===== src/umc_pkg.sv =====
// package for the upstream misc config register bank
package umc_pkg;
  localparam logic [7:0] UMC_DBG_CTRL_OFF = 8'h00_A8;
  localparam logic [7:0] UMC_DBG_READOUT_OFF = 8'h00_AC;
  localparam logic [7:0] UMC_SUBSYSTEM_DEVICE_IDENT_CAP_OFF = 8'h00_B0;
  localparam logic [7:0] UMC_SUBSYSTEM_DEVICE_IDENT_WORD_OFF = 8'h00_B4;
  localparam logic [7:0] UMC_PIN_IO_OFF = 8'h00_B8;
  localparam logic [31:0] UMC_DBG_READOUT_RST = 32'h0000_0000;
  localparam logic [4:0] UMC_DBG_VIEW_LTSSM = 5'h0C;
  localparam int UMC_DBG_START_BIT = 8;
  localparam logic [7:0] UMC_CAP_ID = 8'h0D;
  localparam logic [7:0] UMC_CAP_NEXT_RST = 8'hC0;
  localparam int UMC_PIN_FIELD_W = 4;
  localparam int UMC_PIN_IN_POS = 0;
  localparam int UMC_PIN_OE_POS = 1;
  localparam int UMC_PIN_OUT_POS = 2;
  localparam int UMC_LTSSM_W = 11;
  localparam int UMC_SYNC_STAGES = 3;

  typedef struct packed {
    logic detect;
    logic polling;
    logic config_st;
    logic l0_link_up;
    logic l0;
    logic l1;
    logic l2;
    logic disabled;
    logic hot_reset;
    logic loopback;
    logic recovery;
  } umc_ltssm_s;

  typedef struct packed {
    logic [15:0] device_ident;
    logic [15:0] vendor_ident;
    logic load;
  } umc_ident_load_s;
endpackage


===== src/umc_pin_sync.sv =====
// three-stage input synchroniser with second/third agreement
`timescale 1ns/1ps
module umc_pin_sync #(
  parameter int WIDTH = 3
) (
  input wire logic mclk,
  input wire logic reset_n,
  input wire logic [WIDTH-1:0] pin_async,
  output logic [WIDTH-1:0] pin_level
);
  import umc_pkg::*;
  logic [WIDTH-1:0] s1_reg;
  logic [WIDTH-1:0] s2_reg;
  logic [WIDTH-1:0] s3_reg;

  initial
  begin
    if (WIDTH < 1)
    begin
      $error("width must be at least one");
    end
  end

  // inputs idle high, so reset to one avoids a false low after reset
  always_ff @(posedge mclk or negedge reset_n)
  begin
    if (!reset_n)
    begin
      s1_reg <= '1;
      s2_reg <= '1;
      s3_reg <= '1;
      pin_level <= '1;
    end
    else
    begin
      s1_reg <= pin_async;
      s2_reg <= s1_reg;
      s3_reg <= s2_reg;
      for (int i = 0; i < WIDTH; i++)
      begin
        if (s2_reg[i] == s3_reg[i])
        begin
          pin_level[i] <= s3_reg[i];
        end
      end
    end
  end
endmodule


===== src/umc_regs.sv =====
// upstream misc config registers: debug readout, subsystem id, pin io
//
// Summary of operation
// - debug readout is a read-only word at offset ACh of the upstream port
// - debug readout holds selected debug data, resets to zero, ignores writes
// - view code 0Ch selects the one-hot link training state view
// - bits 0-4: detect, polling, configuration, L0 link up, L0
// - bits 5-10: L1, L2, disabled, hot reset, loopback, recovery
// - capability header low byte always reads 0Dh
// - capability header second byte is read-only next pointer, resets C0h
// - subsystem vendor id, low half, read-only, loadable by side channel
// - subsystem device id, high half, read-only, loadable by side channel
// - pin input bits follow pin level, reset to one
// - pin output enable bits select direction, reset to zero
// - pin output value bits drive an output pin, reset to zero
// - output value of pin 0/1 valid only with port 1/2 wake capability off
// - debug view applies only while start bit set, which resets to zero
`timescale 1ns/1ps
module umc_regs #(
  parameter int NUM_PINS = 3,
  parameter int NUM_DRIVEN = 2,
  parameter logic [15:0] VENDOR_IDENT_RST = 16'h0000,
  parameter logic [15:0] DEVICE_IDENT_RST = 16'h0000
) (
  input wire logic mclk,
  input wire logic reset_n,
  input wire logic [7:0] avs_address,
  input wire logic avs_read,
  input wire logic avs_write,
  input wire logic [31:0] avs_writedata,
  input wire logic [3:0] avs_byteenable,
  output logic [31:0] avs_readdata,
  output logic avs_waitrequest,
  input wire umc_pkg::umc_ltssm_s ltssm_state,
  input wire umc_pkg::umc_ident_load_s ident_load,
  input wire logic [NUM_DRIVEN-1:0] wake_cap_enabled,
  input wire logic [NUM_PINS-1:0] pin_in,
  output logic [NUM_DRIVEN-1:0] pin_out,
  output logic [NUM_DRIVEN-1:0] pin_oe_n
);
  import umc_pkg::*;

  // vendor/device ident arbitrary neutral defaults

  logic [4:0] dbg_view_reg;
  logic [2:0] dbg_port_reg;
  logic dbg_start_reg;
  logic [31:0] dbg_readout_reg;
  logic [15:0] vendor_ident_reg;
  logic [15:0] device_ident_reg;
  logic [NUM_DRIVEN-1:0] pin_oe_reg;
  logic [NUM_DRIVEN-1:0] pin_val_reg;
  logic [NUM_PINS-1:0] pin_level;
  logic ack_reg;
  logic [31:0] rd_next;
  logic [31:0] pin_word;
  logic wr_fire;
  logic rd_fire;

  initial
  begin
    if (NUM_PINS < NUM_DRIVEN || NUM_PINS * UMC_PIN_FIELD_W > 32 || NUM_DRIVEN < 1)
    begin
      $error("pin counts out of range");
    end
  end

  umc_pin_sync #(
    .WIDTH(NUM_PINS)
  ) u_sync (
    .mclk(mclk),
    .reset_n(reset_n),
    .pin_async(pin_in),
    .pin_level(pin_level)
  );

  // one wait cycle per access: answer at the second edge, keeps readdata registered
  // a write lands only at the edge where the master sees waitrequest low
  assign wr_fire = avs_write && !avs_read && ack_reg;
  assign rd_fire = avs_read && !avs_write && !ack_reg;

  always_ff @(posedge mclk or negedge reset_n)
  begin
    if (!reset_n)
    begin
      ack_reg <= 1'b0;
      avs_waitrequest <= 1'b1;
    end
    else
    begin
      ack_reg <= (avs_read ^ avs_write) && !ack_reg;
      avs_waitrequest <= !((avs_read ^ avs_write) && !ack_reg);
    end
  end

  // debug control, kept at its neighbouring offset so the view can be chosen
  always_ff @(posedge mclk or negedge reset_n)
  begin
    if (!reset_n)
    begin
      dbg_view_reg <= 5'h00;
      dbg_port_reg <= 3'h0;
      dbg_start_reg <= 1'b0;
    end
    else if (wr_fire && avs_address == UMC_DBG_CTRL_OFF)
    begin
      if (avs_byteenable[0])
      begin
        dbg_view_reg <= avs_writedata[4:0];
        dbg_port_reg <= avs_writedata[7:5];
      end
      if (avs_byteenable[1])
      begin
        dbg_start_reg <= avs_writedata[UMC_DBG_START_BIT];
      end
    end
  end

  // no bus write path at all: the readout follows hardware only
  always_ff @(posedge mclk or negedge reset_n)
  begin
    if (!reset_n)
    begin
      dbg_readout_reg <= UMC_DBG_READOUT_RST;
    end
    else if (dbg_start_reg && dbg_view_reg == UMC_DBG_VIEW_LTSSM)
    begin
      dbg_readout_reg <= {21'h00_0000, ltssm_state[0], ltssm_state[1], ltssm_state[2],
        ltssm_state[3], ltssm_state[4], ltssm_state[5], ltssm_state[6], ltssm_state[7],
        ltssm_state[8], ltssm_state[9], ltssm_state[10]};
    end
    else
    begin
      dbg_readout_reg <= UMC_DBG_READOUT_RST;
    end
  end

  // ident loads from the side channel only; config writes never reach them
  always_ff @(posedge mclk or negedge reset_n)
  begin
    if (!reset_n)
    begin
      vendor_ident_reg <= VENDOR_IDENT_RST;
      device_ident_reg <= DEVICE_IDENT_RST;
    end
    else if (ident_load.load)
    begin
      vendor_ident_reg <= ident_load.vendor_ident;
      device_ident_reg <= ident_load.device_ident;
    end
  end

  always_ff @(posedge mclk or negedge reset_n)
  begin
    if (!reset_n)
    begin
      pin_oe_reg <= '0;
      pin_val_reg <= '0;
    end
    else if (wr_fire && avs_address == UMC_PIN_IO_OFF && avs_byteenable[0])
    begin
      for (int i = 0; i < NUM_DRIVEN; i++)
      begin
        pin_oe_reg[i] <= avs_writedata[i * UMC_PIN_FIELD_W + UMC_PIN_OE_POS];
        pin_val_reg[i] <= avs_writedata[i * UMC_PIN_FIELD_W + UMC_PIN_OUT_POS];
      end
    end
  end

  // pin drivers; a pin whose wake capability is on is left undriven here
  genvar g;
  generate
    for (g = 0; g < NUM_DRIVEN; g++)
    begin : g_pin
      always_ff @(posedge mclk or negedge reset_n)
      begin
        if (!reset_n)
        begin
          pin_out[g] <= 1'b0;
          pin_oe_n[g] <= 1'b1;
        end
        else
        begin
          pin_out[g] <= pin_val_reg[g];
          pin_oe_n[g] <= !(pin_oe_reg[g] && !wake_cap_enabled[g]);
        end
      end
    end
  endgenerate

  always_comb
  begin
    pin_word = 32'h0000_0000;
    for (int i = 0; i < NUM_PINS; i++)
    begin
      pin_word[i * UMC_PIN_FIELD_W + UMC_PIN_IN_POS] = pin_level[i];
    end
    for (int i = 0; i < NUM_DRIVEN; i++)
    begin
      pin_word[i * UMC_PIN_FIELD_W + UMC_PIN_OE_POS] = pin_oe_reg[i];
      pin_word[i * UMC_PIN_FIELD_W + UMC_PIN_OUT_POS] = pin_val_reg[i];
    end
  end

  always_comb
  begin
    unique case (avs_address)
      UMC_DBG_CTRL_OFF:
        rd_next = {23'h00_0000, dbg_start_reg, dbg_port_reg, dbg_view_reg};
      UMC_DBG_READOUT_OFF:
        rd_next = dbg_readout_reg;
      UMC_SUBSYSTEM_DEVICE_IDENT_CAP_OFF:
        rd_next = {16'h0000, UMC_CAP_NEXT_RST, UMC_CAP_ID};
      UMC_SUBSYSTEM_DEVICE_IDENT_WORD_OFF:
        rd_next = {device_ident_reg, vendor_ident_reg};
      UMC_PIN_IO_OFF:
        rd_next = pin_word;
      default:
        rd_next = 32'h0000_0000;
    endcase
  end

  always_ff @(posedge mclk or negedge reset_n)
  begin
    if (!reset_n)
    begin
      avs_readdata <= 32'h0000_0000;
    end
    else if (rd_fire)
    begin
      avs_readdata <= rd_next;
    end
  end
endmodule

===== config.mk =====
export PLATFORM = sky130hd
export DESIGN_NAME = umc_regs
export DESIGN_NICKNAME = d
export VERILOG_FILES = /design/src/umc_pkg.sv /design/src/umc_pin_sync.sv /design/src/umc_regs.sv
export SDC_FILE = /design/constraint.sdc
export NUM_CORES = 1
export LEC_CHECK = 0
export ABC_AREA = 1
export BUFFER_PORTS_ARGS = -buffer_cell sky130_fd_sc_hd__clkbuf_2
export CORE_MARGIN = 1
export CORE_UTILIZATION = 51
export CTS_CLUSTER_DIAMETER = 80
export DETAILED_ROUTE_END_ITERATION = 10
export PLACE_DENSITY_LB_ADDON = 0.15
export SYNTH_ARGS = -nofsm -noshare
export SYNTH_HDL_FRONTEND = slang
export SYNTH_SLANG_ARGS = --single-unit

===== constraint.sdc =====
create_clock -name mclk -period 1.47 [get_ports mclk]
set_input_delay 0.0735 -clock mclk [delete_from_list [all_inputs] [get_ports mclk]]
set_output_delay 0.0735 -clock mclk [all_outputs]
set_load 0.005 [all_outputs]

# Word level (Yosys, flattened, before mapping)
# Cells that the tools add are included.
# Widths: inputs -> output; s select.
[classes] mux=2 n_reduce_logical=21 bitwise=1 n_eq_ne=9
[ops] operator="$pmux 32 s5" count=1
[ops] operator="$eq 8x8->1 const B" count=5
[ops] operator="$logic_and 1x1->1" count=11
[ops] operator="$mux 11" count=1
[ops] operator="$logic_not 1->1" count=8
[ops] operator="$eq 5x4->1 const B" count=1
[ops] operator="$reduce_and 2->1" count=2
[ops] operator="$eq 1x1->1" count=3
[ops] operator="$xor 1x1->1" count=1
[totals] output_inout_bits=37 ff_bits=127

# Logic depth before layout (Yosys ltp)
# Gate-level depths: netlist of the first run.
[logic_depth] depth_word=5 ltp_mapped=9

# By module
# A second synthesis of the first run with hierarchy kept.
[unflattened] cells_unflattened=461 hier_area_um2=4355.4
[modules_own_cells] module="umc_regs" area_per_inst_um2=3991.3 n_inst=1 seq_area_each_um2=2356.0 cells_each=437
[modules_own_cells] module="umc_pin_sync" area_per_inst_um2=364.1 n_inst=1 seq_area_each_um2=315.3 cells_each=24

# Least setup slack after synthesis of the first run
# Ideal clock, no wire load.
[synth_timing] path_type="reg2reg" from="register ack_reg" to="register avs_readdata[11]" n_path_buf=1 arrival_ns=1.132 stages_incl_launch_ff=5 synth_period_minus_slack_ns=1.227 path_slack_ns=0.243 cell_sequence="dfrtp_1 > nor2_1 > clkinv_1 > clkbuf_1 > o31ai_1"
[synth_via] elab_chain_len=2
[synth_lines] item="start, declared" line_no="umc_regs.sv:54" rtl="logic ack_reg;"
[synth_lines] item="start signal, assigned" line_no="umc_regs.sv:91" rtl="ack_reg <= (avs_read ^ avs_write) && !ack_reg;"
[synth_lines] item="$logic_not 1->1" line_no="umc_regs.sv:80" rtl="assign rd_fire = avs_read && !avs_write && !ack_reg;"
[synth_lines] item="$logic_and 1x1->1" line_no="umc_regs.sv:80"
[synth_lines] item="end signal, assigned" line_no="umc_regs.sv:231" rtl="avs_readdata <= rd_next;"
[synth_lines] item="end, declared" line_no="umc_regs.sv:32" rtl="output logic [31:0] avs_readdata,"
# Every way passes these cells.
# A chain may end at the register's enable or synchronous reset.

# Worst setup path in the final report of the first run
[layout_timing] from="register ack_reg" to="register avs_readdata[16]"
# The elaborated chain is that of the path after synthesis.

==> results.py, run 1 <==
metrics = {
    "layout": {
        "ff_latch_area_sq_um": 2670,
        "diodes": 0,
        "largest_reg_flops": 32,
        "final_cells": 727,
        "final_nets": 716,
        "synthToLayoutAreaGrowth_pct": 34.5,
        "nFillCells": 647,
        "drive_gt1_share_pct": 28.0,
        "multi_input_area_sq_um": 1330,
        "most-common-layout-cells": "nand2_1 (110), clkbuf_2 (107), dfrtp_1 (91)",
        "layout_commonest_cell": "nand2_1",
    },
    "global_routing": {
        "grt_pass1_wl_um": 15900,
        "grt_start_max_net_pins": 51,
        "track_usage_pct": 23.8,
        "gr-total-overflow": 0,
        "antenna_found_initial": 0,
        "grt_pass1_vias": 3460,
    },
    "power": {
        "power.leakage_nw": 3.08,
        "total_power_mw": 5.47,
        "peakVddDrop_mv": 0.748,
        "powerDensity_nw_per_um2": 938,
    },
    "clock_network": {
        "cts_tree": "built",
        "post-cts-setup-buffers": 0,
        "clockRootBuffer": "clkbuf_8",
        "clk_latency_ns": 0.37,
        "cts.htree.levels": 3,
        "clk_pin_slew_ns": 0.10,
        "clockBufferDepth": 2,
        "numCtsBuffers": 9,
        "clock_sinks": 106,
    },
    "timing": {
        "setup_violations": 0,
        "fin_crit_ns": 1.29,
        "whs_ns": 0.0223,
        "slew_headroom_pct": 65.8,
        "tightest_slew_ns": 0.511,
        "skew_ns": 0.00980,
        "fmax_ghz": 0.776,
        "rsz0062_at_grt": "false",
        "finalHoldViolations": 0,
        "worst_slack_ns": 0.182,
        "maxSlewViolCount": 0,
        "tns_ns": 0,
        "min_period_over_period_pct": 87.6,
    },
    "place": {
        "gp_congestion": 0.827,
        "hpwl_um": 6360,
        "io_buffers": 108,
        "pre_cts_ws_ns": 0.0644,
        "placedCellCount": 652,
    },
    "critical_path": {
        "path_class": "flop to flop",
        "crit_path_start_kind": "flop",
        "crit_buf_inv": 2,
        "cp_top_family": "flip-flops",
        "worstPathArrival_ns": 1.56,
        "cpMaxStageDelayCell": "dfrtp_1",
        "path_cells": "nor2_1, inv_2, buf_12, o31ai_1",
        "crit_fanout": 50,
        "slowest_delay_ns": 0.41,
        "required_ns": 1.74,
        "cp-end-kind": "flop",
    },
    "floorplanning": {
        "initial_core_util_pct": 52.7,
        "die_w_um": 94.1,
        "die_h_um": 94.1,
        "boundaryPins": 134,
        "coreArea_sq_um": 8220,
        "die-area_sq_um": 8860,
        "rows": 33,
    },
    "logic_synthesis": {
        "synth_fa_ha_area_share_pct": 1.27,
        "synthCells": 447,
        "synth_area_sq_um": 4330,
        "avgSynthCellArea_sq_um": 9.69,
        "yosys.area_share.simple_pct": 17.9,
        "ys_types": 24,
        "ys_warn_count": 0,
        "synth_seq_cells": 106,
        "synth.area.mux_share_pct": 2.08,
        "synth_compound_area_share_pct": 9.42,
        "synth_top_family_by_area": "simple AND/OR/NAND/NOR gates",
        "synth_fp_nets": 546,
        "synth_xor_area_share_pct": 0,
        "seq_area_frac_synth_pct": 61.7,
    },
    "flow_run": {
        "maxCapViolations": 0,
    },
    "detailed_routing": {
        "wl_per_cell_um": 13.2,
        "drc_errors": 0,
        "ant_nets": 0,
        "vias": 3543,
        "drt_wl_total_um": 9570,
        "firstDrtPassIters": 4,
        "drt_iter0_markers": 159,
        "vias_per_cell": 4.87,
    },
    "worst_hold_path": {
        "min_path_type": "input pin to flop",
    },
    "run_status": {
        "status": "finished clean",
    },
}
power breakdown:
group | total, mW | internal (mW) | switching, mW
Combinational | 0.558 | 0.276 | 0.282
Clock | 1.81 | 0.802 | 1.01
Sequential | 3.10 | 3.05 | 0.0479
cell families after synthesis:
logic type	after synthesis
buf+inv	82
flops	106
mux	8
compound gates	68
fa+ha+maj	5
simple gates	178
cell usage after synthesis, drive strengths merged:
cell	count	area, sq um
maj3	3	30.0
nand4	2	12.5
o21ai	47	250
o21bai	2	15.0
o31ai	19	143
nand2	116	455
mux2	8	90.1
and2	1	6.26
dfstp	15	394
nand3	37	185
clkinv	1	3.75
clkbuf	11	41.3
dfrtp	91	2280
inv	61	229
buf	9	57.6
ha	2	25.0
nor2	22	115
final cells by class:
class	count	share of cell area, %
Inverter	62	3.99
Multi-Input combinational cell	259	22.8
Timing Repair Buffer	179	21.6
Sequential cell	106	45.9
Clock inverter	7	1.33
Tap cell	105	2.26
Clock buffer	9	2.13
layer usage:
metal	routed length, um	vias to the layer above	track usage [%]
li1	-	1759	-
met1	4190	1651	30.5
met2	4720	118	39.3
met3	476	15	4.37
met4	191	0	10.1
met5	0	-	0
metrics by stage:
step	util (%)	area, sq um
final	70.9	5830
after global routing	70.9	5830
after CTS	70.9	5830
after detailed placement	61.3	5030
after global placement	61.3	5030
after floorplan	-	4330
worst reg2reg max path, delay by kind of cell (launching register included):
kind	cells	cell delay, ns
DFF	1	0.41
AOI/OAI and AO/OA	1	0.30
and+or+nand+nor	1	0.20
buffers and inverters	2	0.28
final timing paths:
kind | startpoint | endpoint | slack [ns] | depth (start not counted)
worst max-delay path | ack_reg$_DFF_PN0_ | avs_readdata[16]$_DFFE_PN0P_ | 0.18 | 4
worst max register to register | ack_reg$_DFF_PN0_ | avs_readdata[16]$_DFFE_PN0P_ | 0.18 | 4
min in group asynchronous | reset_n | avs_readdata[24]$_DFFE_PN0P_ | 0.05 | 2
max in group asynchronous | reset_n | avs_waitrequest$_DFF_PN1_ | 0.83 | 3
worst min-delay path | avs_byteenable[1] | dbg_start_reg$_DFFE_PN0P_ | 0.02 | 4
worst min register to register | u_sync.s1_reg[1]$_DFF_PN1_ | u_sync.s2_reg[1]$_DFF_PN1_ | 0.36 | 0
timing repair:
action / 4_1_cts / 5_1_grt
hold endpoints to repair: 166 / 0
hold buffers: 59 / 0
gates resized for setup: 0 / 1
setup endpoints to repair: 0 / 8
No activity file was read; power rests on OpenSTA's default activity.
==> inputs of run 2 (changes only) <==
CORE_ASPECT_RATIO = 0.6   (was not set)
==> results.py, run 2 (same netlist as run 1, synthesis figures left out) <==
metrics = {
    "flow_run": {
        "maxCapViolations": 0,
    },
    "timing": {
        "fin_crit_ns": 1.34,
        "tns_ns": 0,
        "slew_headroom_pct": 65.4,
        "setup_violations": 0,
        "whs_ns": -0.000160,
        "fmax_ghz": 0.745,
        "rsz0062_at_grt": "false",
        "skew_ns": 0.00781,
        "finalHoldViolations": 1,
        "maxSlewViolCount": 0,
        "min_period_over_period_pct": 91.3,
        "tightest_slew_ns": 0.517,
    },
    "power": {
        "power.leakage_nw": 3.15,
        "total_power_mw": 6.21,
        "powerDensity_nw_per_um2": 1050,
        "peakVddDrop_mv": 0.781,
    },
    "run_status": {
        "violations": "negative hold slack",
        "status": "complete, but fails checks",
    },
    "floorplanning": {
        "die_w_um": 121,
        "boundaryPins": 134,
        "initial_core_util_pct": 53.9,
        "coreArea_sq_um": 8040,
        "rows": 25,
        "die_h_um": 73.4,
        "die-area_sq_um": 8880,
    },
    "place": {
        "gp_congestion": 0.796,
        "placedCellCount": 658,
        "io_buffers": 108,
        "placed_cell_area_sq_um": 5060,
        "hpwl_um": 6990,
    },
    "clock_network": {
        "clk_latency_ns": 0.34,
        "clockBufferDepth": 2,
        "cts_tree": "built",
        "cts.htree.levels": 3,
        "clock_sinks": 106,
        "clockRootBuffer": "clkbuf_16",
        "clk_pin_slew_ns": 0.07,
        "numCtsBuffers": 9,
    },
    "detailed_routing": {
        "firstDrtPassIters": 5,
        "drc_errors": 0,
        "drt_wl_total_um": 10500,
        "drt_iter0_markers": 236,
        "ant_nets": 0,
        "wl_per_cell_um": 14.4,
        "vias_per_cell": 4.91,
        "vias": 3583,
    },
    "global_routing": {
        "grt_pass1_vias": 3503,
        "antenna_found_initial": 0,
        "grt_pass1_wl_um": 17000,
        "grt_start_max_net_pins": 54,
        "track_usage_pct": 25.9,
        "gr-total-overflow": 0,
    },
    "layout": {
        "final_cells": 730,
        "layout_commonest_cell": "nand2_1",
        "synthToLayoutAreaGrowth_pct": 37.1,
        "most-common-layout-cells": "nand2_1 (110), clkbuf_2 (107), dfrtp_1 (91)",
        "drive_gt1_share_pct": 28.3,
        "largest_reg_flops": 32,
        "final_nets": 716,
        "finalInstanceArea_sq_um": 5940,
        "diodes": 0,
    },
    "critical_path": {
        "cp_top_family": "flip-flops",
        "reg2regPathDepth": 4,
        "cpMaxStageDelayCell": "dfrtp_1",
        "crit_buf_inv": 2,
        "slowest_delay_ns": 0.40,
        "critical_path_depth": 4,
        "worstPathArrival_ns": 1.57,
        "crit_fanout": 53,
        "path_cells": "nor2_1, clkinv_1, buf_12, o31ai_1",
        "cp-end-kind": "flop",
        "crit_path_start_kind": "flop",
        "required_ns": 1.70,
        "path_class": "flop to flop",
    },
    "worst_hold_path": {
        "hold_depth": 3,
        "min_path_type": "input pin to flop",
    },
}
==> run 2: worst register-to-register path: stages (launching register included) <==
cell	delay [ns]
dfrtp_1	0.40
nor2_1	0.17
clkinv_1	0.13
buf_12	0.21
o31ai_1	0.32
==> run 2: area by class of cell <==
class | count | area [sq um]
Sequential cell | 106 | 2670
Timing Repair Buffer | 179 | 1250
Clock inverter | 6 | 87.6
Inverter | 62 | 233
Multi-Input combinational cell | 259 | 1330
Clock buffer | 10 | 229
Tap cell | 108 | 135
Fill cell | 579 | 2100
==> run 2: through the flow <==
step | worst slack [ns] | utilization [%]
floorplan | 0.243 | -
global placement | 0.200 | 62.9
detailed placement | 0.122 | 62.9
CTS | 0.128 | 73.9
global route | 0.0565 | 73.9
finish | 0.128 | 73.9
==> run 2: where the power goes <==
| group | total (mW) | switching [mW] | internal (mW) | leakage (nW) |
|---|---|---|---|---|
| clock network | 2.55 | 1.05 | 1.50 | 0.157 |
| registers | 3.10 | 0.0487 | 3.05 | 1.36 |
| logic | 0.568 | 0.293 | 0.275 | 1.63 |
| total | 6.21 | 1.39 | 4.82 | 3.15 |
==> run 2: path summary, 6_finish.rpt <==
kind                                            startpoint                              end  slack, ns
worst min-delay path                      avs_writedata[5]      dbg_port_reg[0]$_DFFE_PN0P_    -0.0002
worst min register to register  u_sync.s1_reg[1]$_DFF_PN1_       u_sync.s2_reg[1]$_DFF_PN1_       0.36
worst max register to register           ack_reg$_DFF_PN0_     avs_readdata[11]$_DFFE_PN0P_       0.13
worst max-delay path                     ack_reg$_DFF_PN0_     avs_readdata[11]$_DFFE_PN0P_       0.13
max in group asynchronous                          reset_n  u_sync.pin_level[2]$_DFFE_PN1N_       0.80
min in group asynchronous                          reset_n  vendor_ident_reg[6]$_DFFE_PN0P_       0.11
==> run 2: repair_timing <==
action	in CTS	in global routing
hold buffers	56	0
gates resized for setup	0	0
setup buffers	0	0
hold endpoints to repair	147	0
==> run 2: per-layer routing <==
| layer | up-vias | global-route usage (%) | share of wire [%] |
|---|---|---|---|
| met5 | - | 0 | 0 |
| met4 | 0 | 8.50 | 1.7 |
| met3 | 16 | 6.06 | 5.4 |
| met2 | 119 | 41.0 | 47 |
| met1 | 1691 | 35.7 | 46 |
| li1 | 1757 | - | - |
==> inputs of run 3 (changes only) <==
PLACE_DENSITY = 0.8   (was not set)
PLACE_DENSITY_LB_ADDON = not set   (was 0.15)
==> results.py, run 3 (same netlist as run 1, synthesis figures left out) <==
metrics = {
    "run_status": {
        "status": "finished clean",
    },
    "clock_network": {
        "clock_sinks": 106,
        "post-cts-setup-buffers": 0,
        "post_cts_resize_count": 0,
        "numCtsBuffers": 9,
        "cts.htree.levels": 3,
        "clk_pin_slew_ns": 0.07,
        "cts_tree": "built",
        "clockRootBuffer": "clkbuf_16",
        "clockBufferDepth": 2,
        "clk_latency_ns": 0.34,
        "ctsHoldBuffers": 57,
    },
    "critical_path": {
        "cp_top_family": "simple AND/OR/NAND/NOR gates",
        "reg2regPathDepth": 4,
        "setup.worst_path.end": "pin_oe_reg[0]$_DFFE_PN0P_",
        "cp-end-kind": "flop",
        "rrSetupSlack_ns": 0.19,
        "crit_buf_inv": 0,
        "required_ns": 1.72,
        "crit_fanout": 8,
        "critical_path_depth": 4,
        "startpoint": "ack_reg$_DFF_PN0_",
        "slowest_delay_ns": 0.36,
        "crit_path_start_kind": "flop",
        "reg2reg_to": "pin_oe_reg[0]$_DFFE_PN0P_",
        "worstReg2RegStart": "ack_reg$_DFF_PN0_",
        "cpMaxStageDelayCell": "dfrtp_1",
        "path_class": "flop to flop",
        "worstPathArrival_ns": 1.53,
        "path_cells": "nand2_1, nor2_4, nand3_1, o21ai_0",
    },
    "worst_hold_path": {
        "worstHoldStart": "avs_write",
        "min_path_type": "input pin to flop",
    },
    "flow_run": {
        "maxCapViolations": 0,
    },
    "timing": {
        "setup_violations": 0,
        "fmax_ghz": 0.781,
        "maxSlewViolCount": 0,
        "tightest_slew_ns": 0.552,
        "tns_ns": 0,
        "fin_crit_ns": 1.28,
        "rsz0062_at_grt": "false",
        "min_period_over_period_pct": 87.2,
        "finalHoldViolations": 0,
        "skew_ns": 0.00869,
        "slew_headroom_pct": 63.2,
    },
    "layout": {
        "fin_util_pct": 73.7,
        "layout_commonest_cell": "nand2_1",
        "diodes": 0,
        "drive_gt1_share_pct": 27.9,
        "largest_reg_flops": 32,
        "synthToLayoutAreaGrowth_pct": 36.8,
        "most-common-layout-cells": "nand2_1 (110), clkbuf_2 (107), dfrtp_1 (91)",
        "final_nets": 715,
    },
    "global_routing": {
        "track_usage_pct": 25.1,
        "use_met3_pct": 6.75,
        "grt_busiest_layer": "met2",
        "gr-total-overflow": 0,
        "grt_pass1_wl_um": 16700,
        "antenna_found_initial": 0,
        "grt_pass1_vias": 3483,
        "use_met1_pct": 36.0,
        "grt_use_met2_pct": 36.9,
        "grt_start_max_net_pins": 107,
    },
    "power": {
        "powerDensity_nw_per_um2": 1040,
        "peakVddDrop_mv": 0.761,
        "power.leakage_nw": 3.13,
    },
    "detailed_routing": {
        "drt_wl_total_um": 10200,
        "drc_errors": 0,
        "vias": 3615,
        "wl_per_cell_um": 13.9,
        "vias_per_cell": 4.96,
        "drt_iter0_markers": 277,
        "firstDrtPassIters": 5,
        "ant_nets": 0,
    },
    "floorplanning": {
        "rows": 25,
        "initial_core_util_pct": 53.9,
        "die-area_sq_um": 8880,
        "coreArea_sq_um": 8040,
        "die_h_um": 73.4,
        "die_w_um": 121,
        "boundaryPins": 134,
    },
    "place": {
        "gp_congestion": 0.859,
        "hpwl_um": 6520,
        "io_buffers": 108,
    },
}
-- run 3: per-stage QoR --
step / power, mW / setup slack, ns / cell area, sq um / instances / hold slack, ns
2_1_floorplan: 3.34 / 0.243 / 4330 / 447 / -0.222
3_3_place_gp: 3.56 / 0.240 / 5020 / 655 / 0.161
3_5_place_dp: 3.58 / 0.155 / 5020 / 655 / 0.163
4_1_cts: 6.24 / 0.196 / 5920 / 728 / 0.00224
5_1_grt: 6.45 / 0.0423 / 5930 / 729 / 0.0183
6_report: 6.18 / 0.189 / 5930 / 729 / 0.0187
-- run 3: worst min-delay path by stage --
stage | slack (ns) | cells past startpoint | end
after detailed placement | 0.16 | 1 | u_sync.s1_reg[1]$_DFF_PN1_
after global routing | 0.02 | 3 | ack_reg$_DFF_PN0_
after floorplan | -0.22 | 0 | ack_reg$_DFF_PN0_
after global placement | 0.16 | 1 | u_sync.s1_reg[2]$_DFF_PN1_
after CTS | 0.002 | 2 | vendor_ident_reg[0]$_DFFE_PN0P_
final | 0.02 | 3 | ack_reg$_DFF_PN0_
-- run 3: layout make-up --
type,instances,area [sq um]
tap,108,135
clock buffer,11,243
inverter,62,233
sequential,106,2670
clock inverter,5,77.6
timing repair buffer,178,1240
fill,567,2110
multi-input combinational,259,1330
-- run 3: where the power goes --
part	total, mW	switching, mW	internal [mW]
sequential	3.10	0.0491	3.05
clock	2.53	0.994	1.53
combinational	0.555	0.285	0.269
total	6.18	1.33	4.85
-- run 3: worst register-to-register path: stages (launching register included) --
cell	delay, ns
dfrtp_1	0.36
nand2_1	0.11
nor2_4	0.20
nand3_1	0.26
o21ai_0	0.26
-- run 3: per-layer routing --
metal | wire, um | vias up
met3 | 884 | 26
met4 | 204 | 0
li1 | - | 1760
met2 | 4430 | 164
met5 | 0 | -
met1 | 4630 | 1665
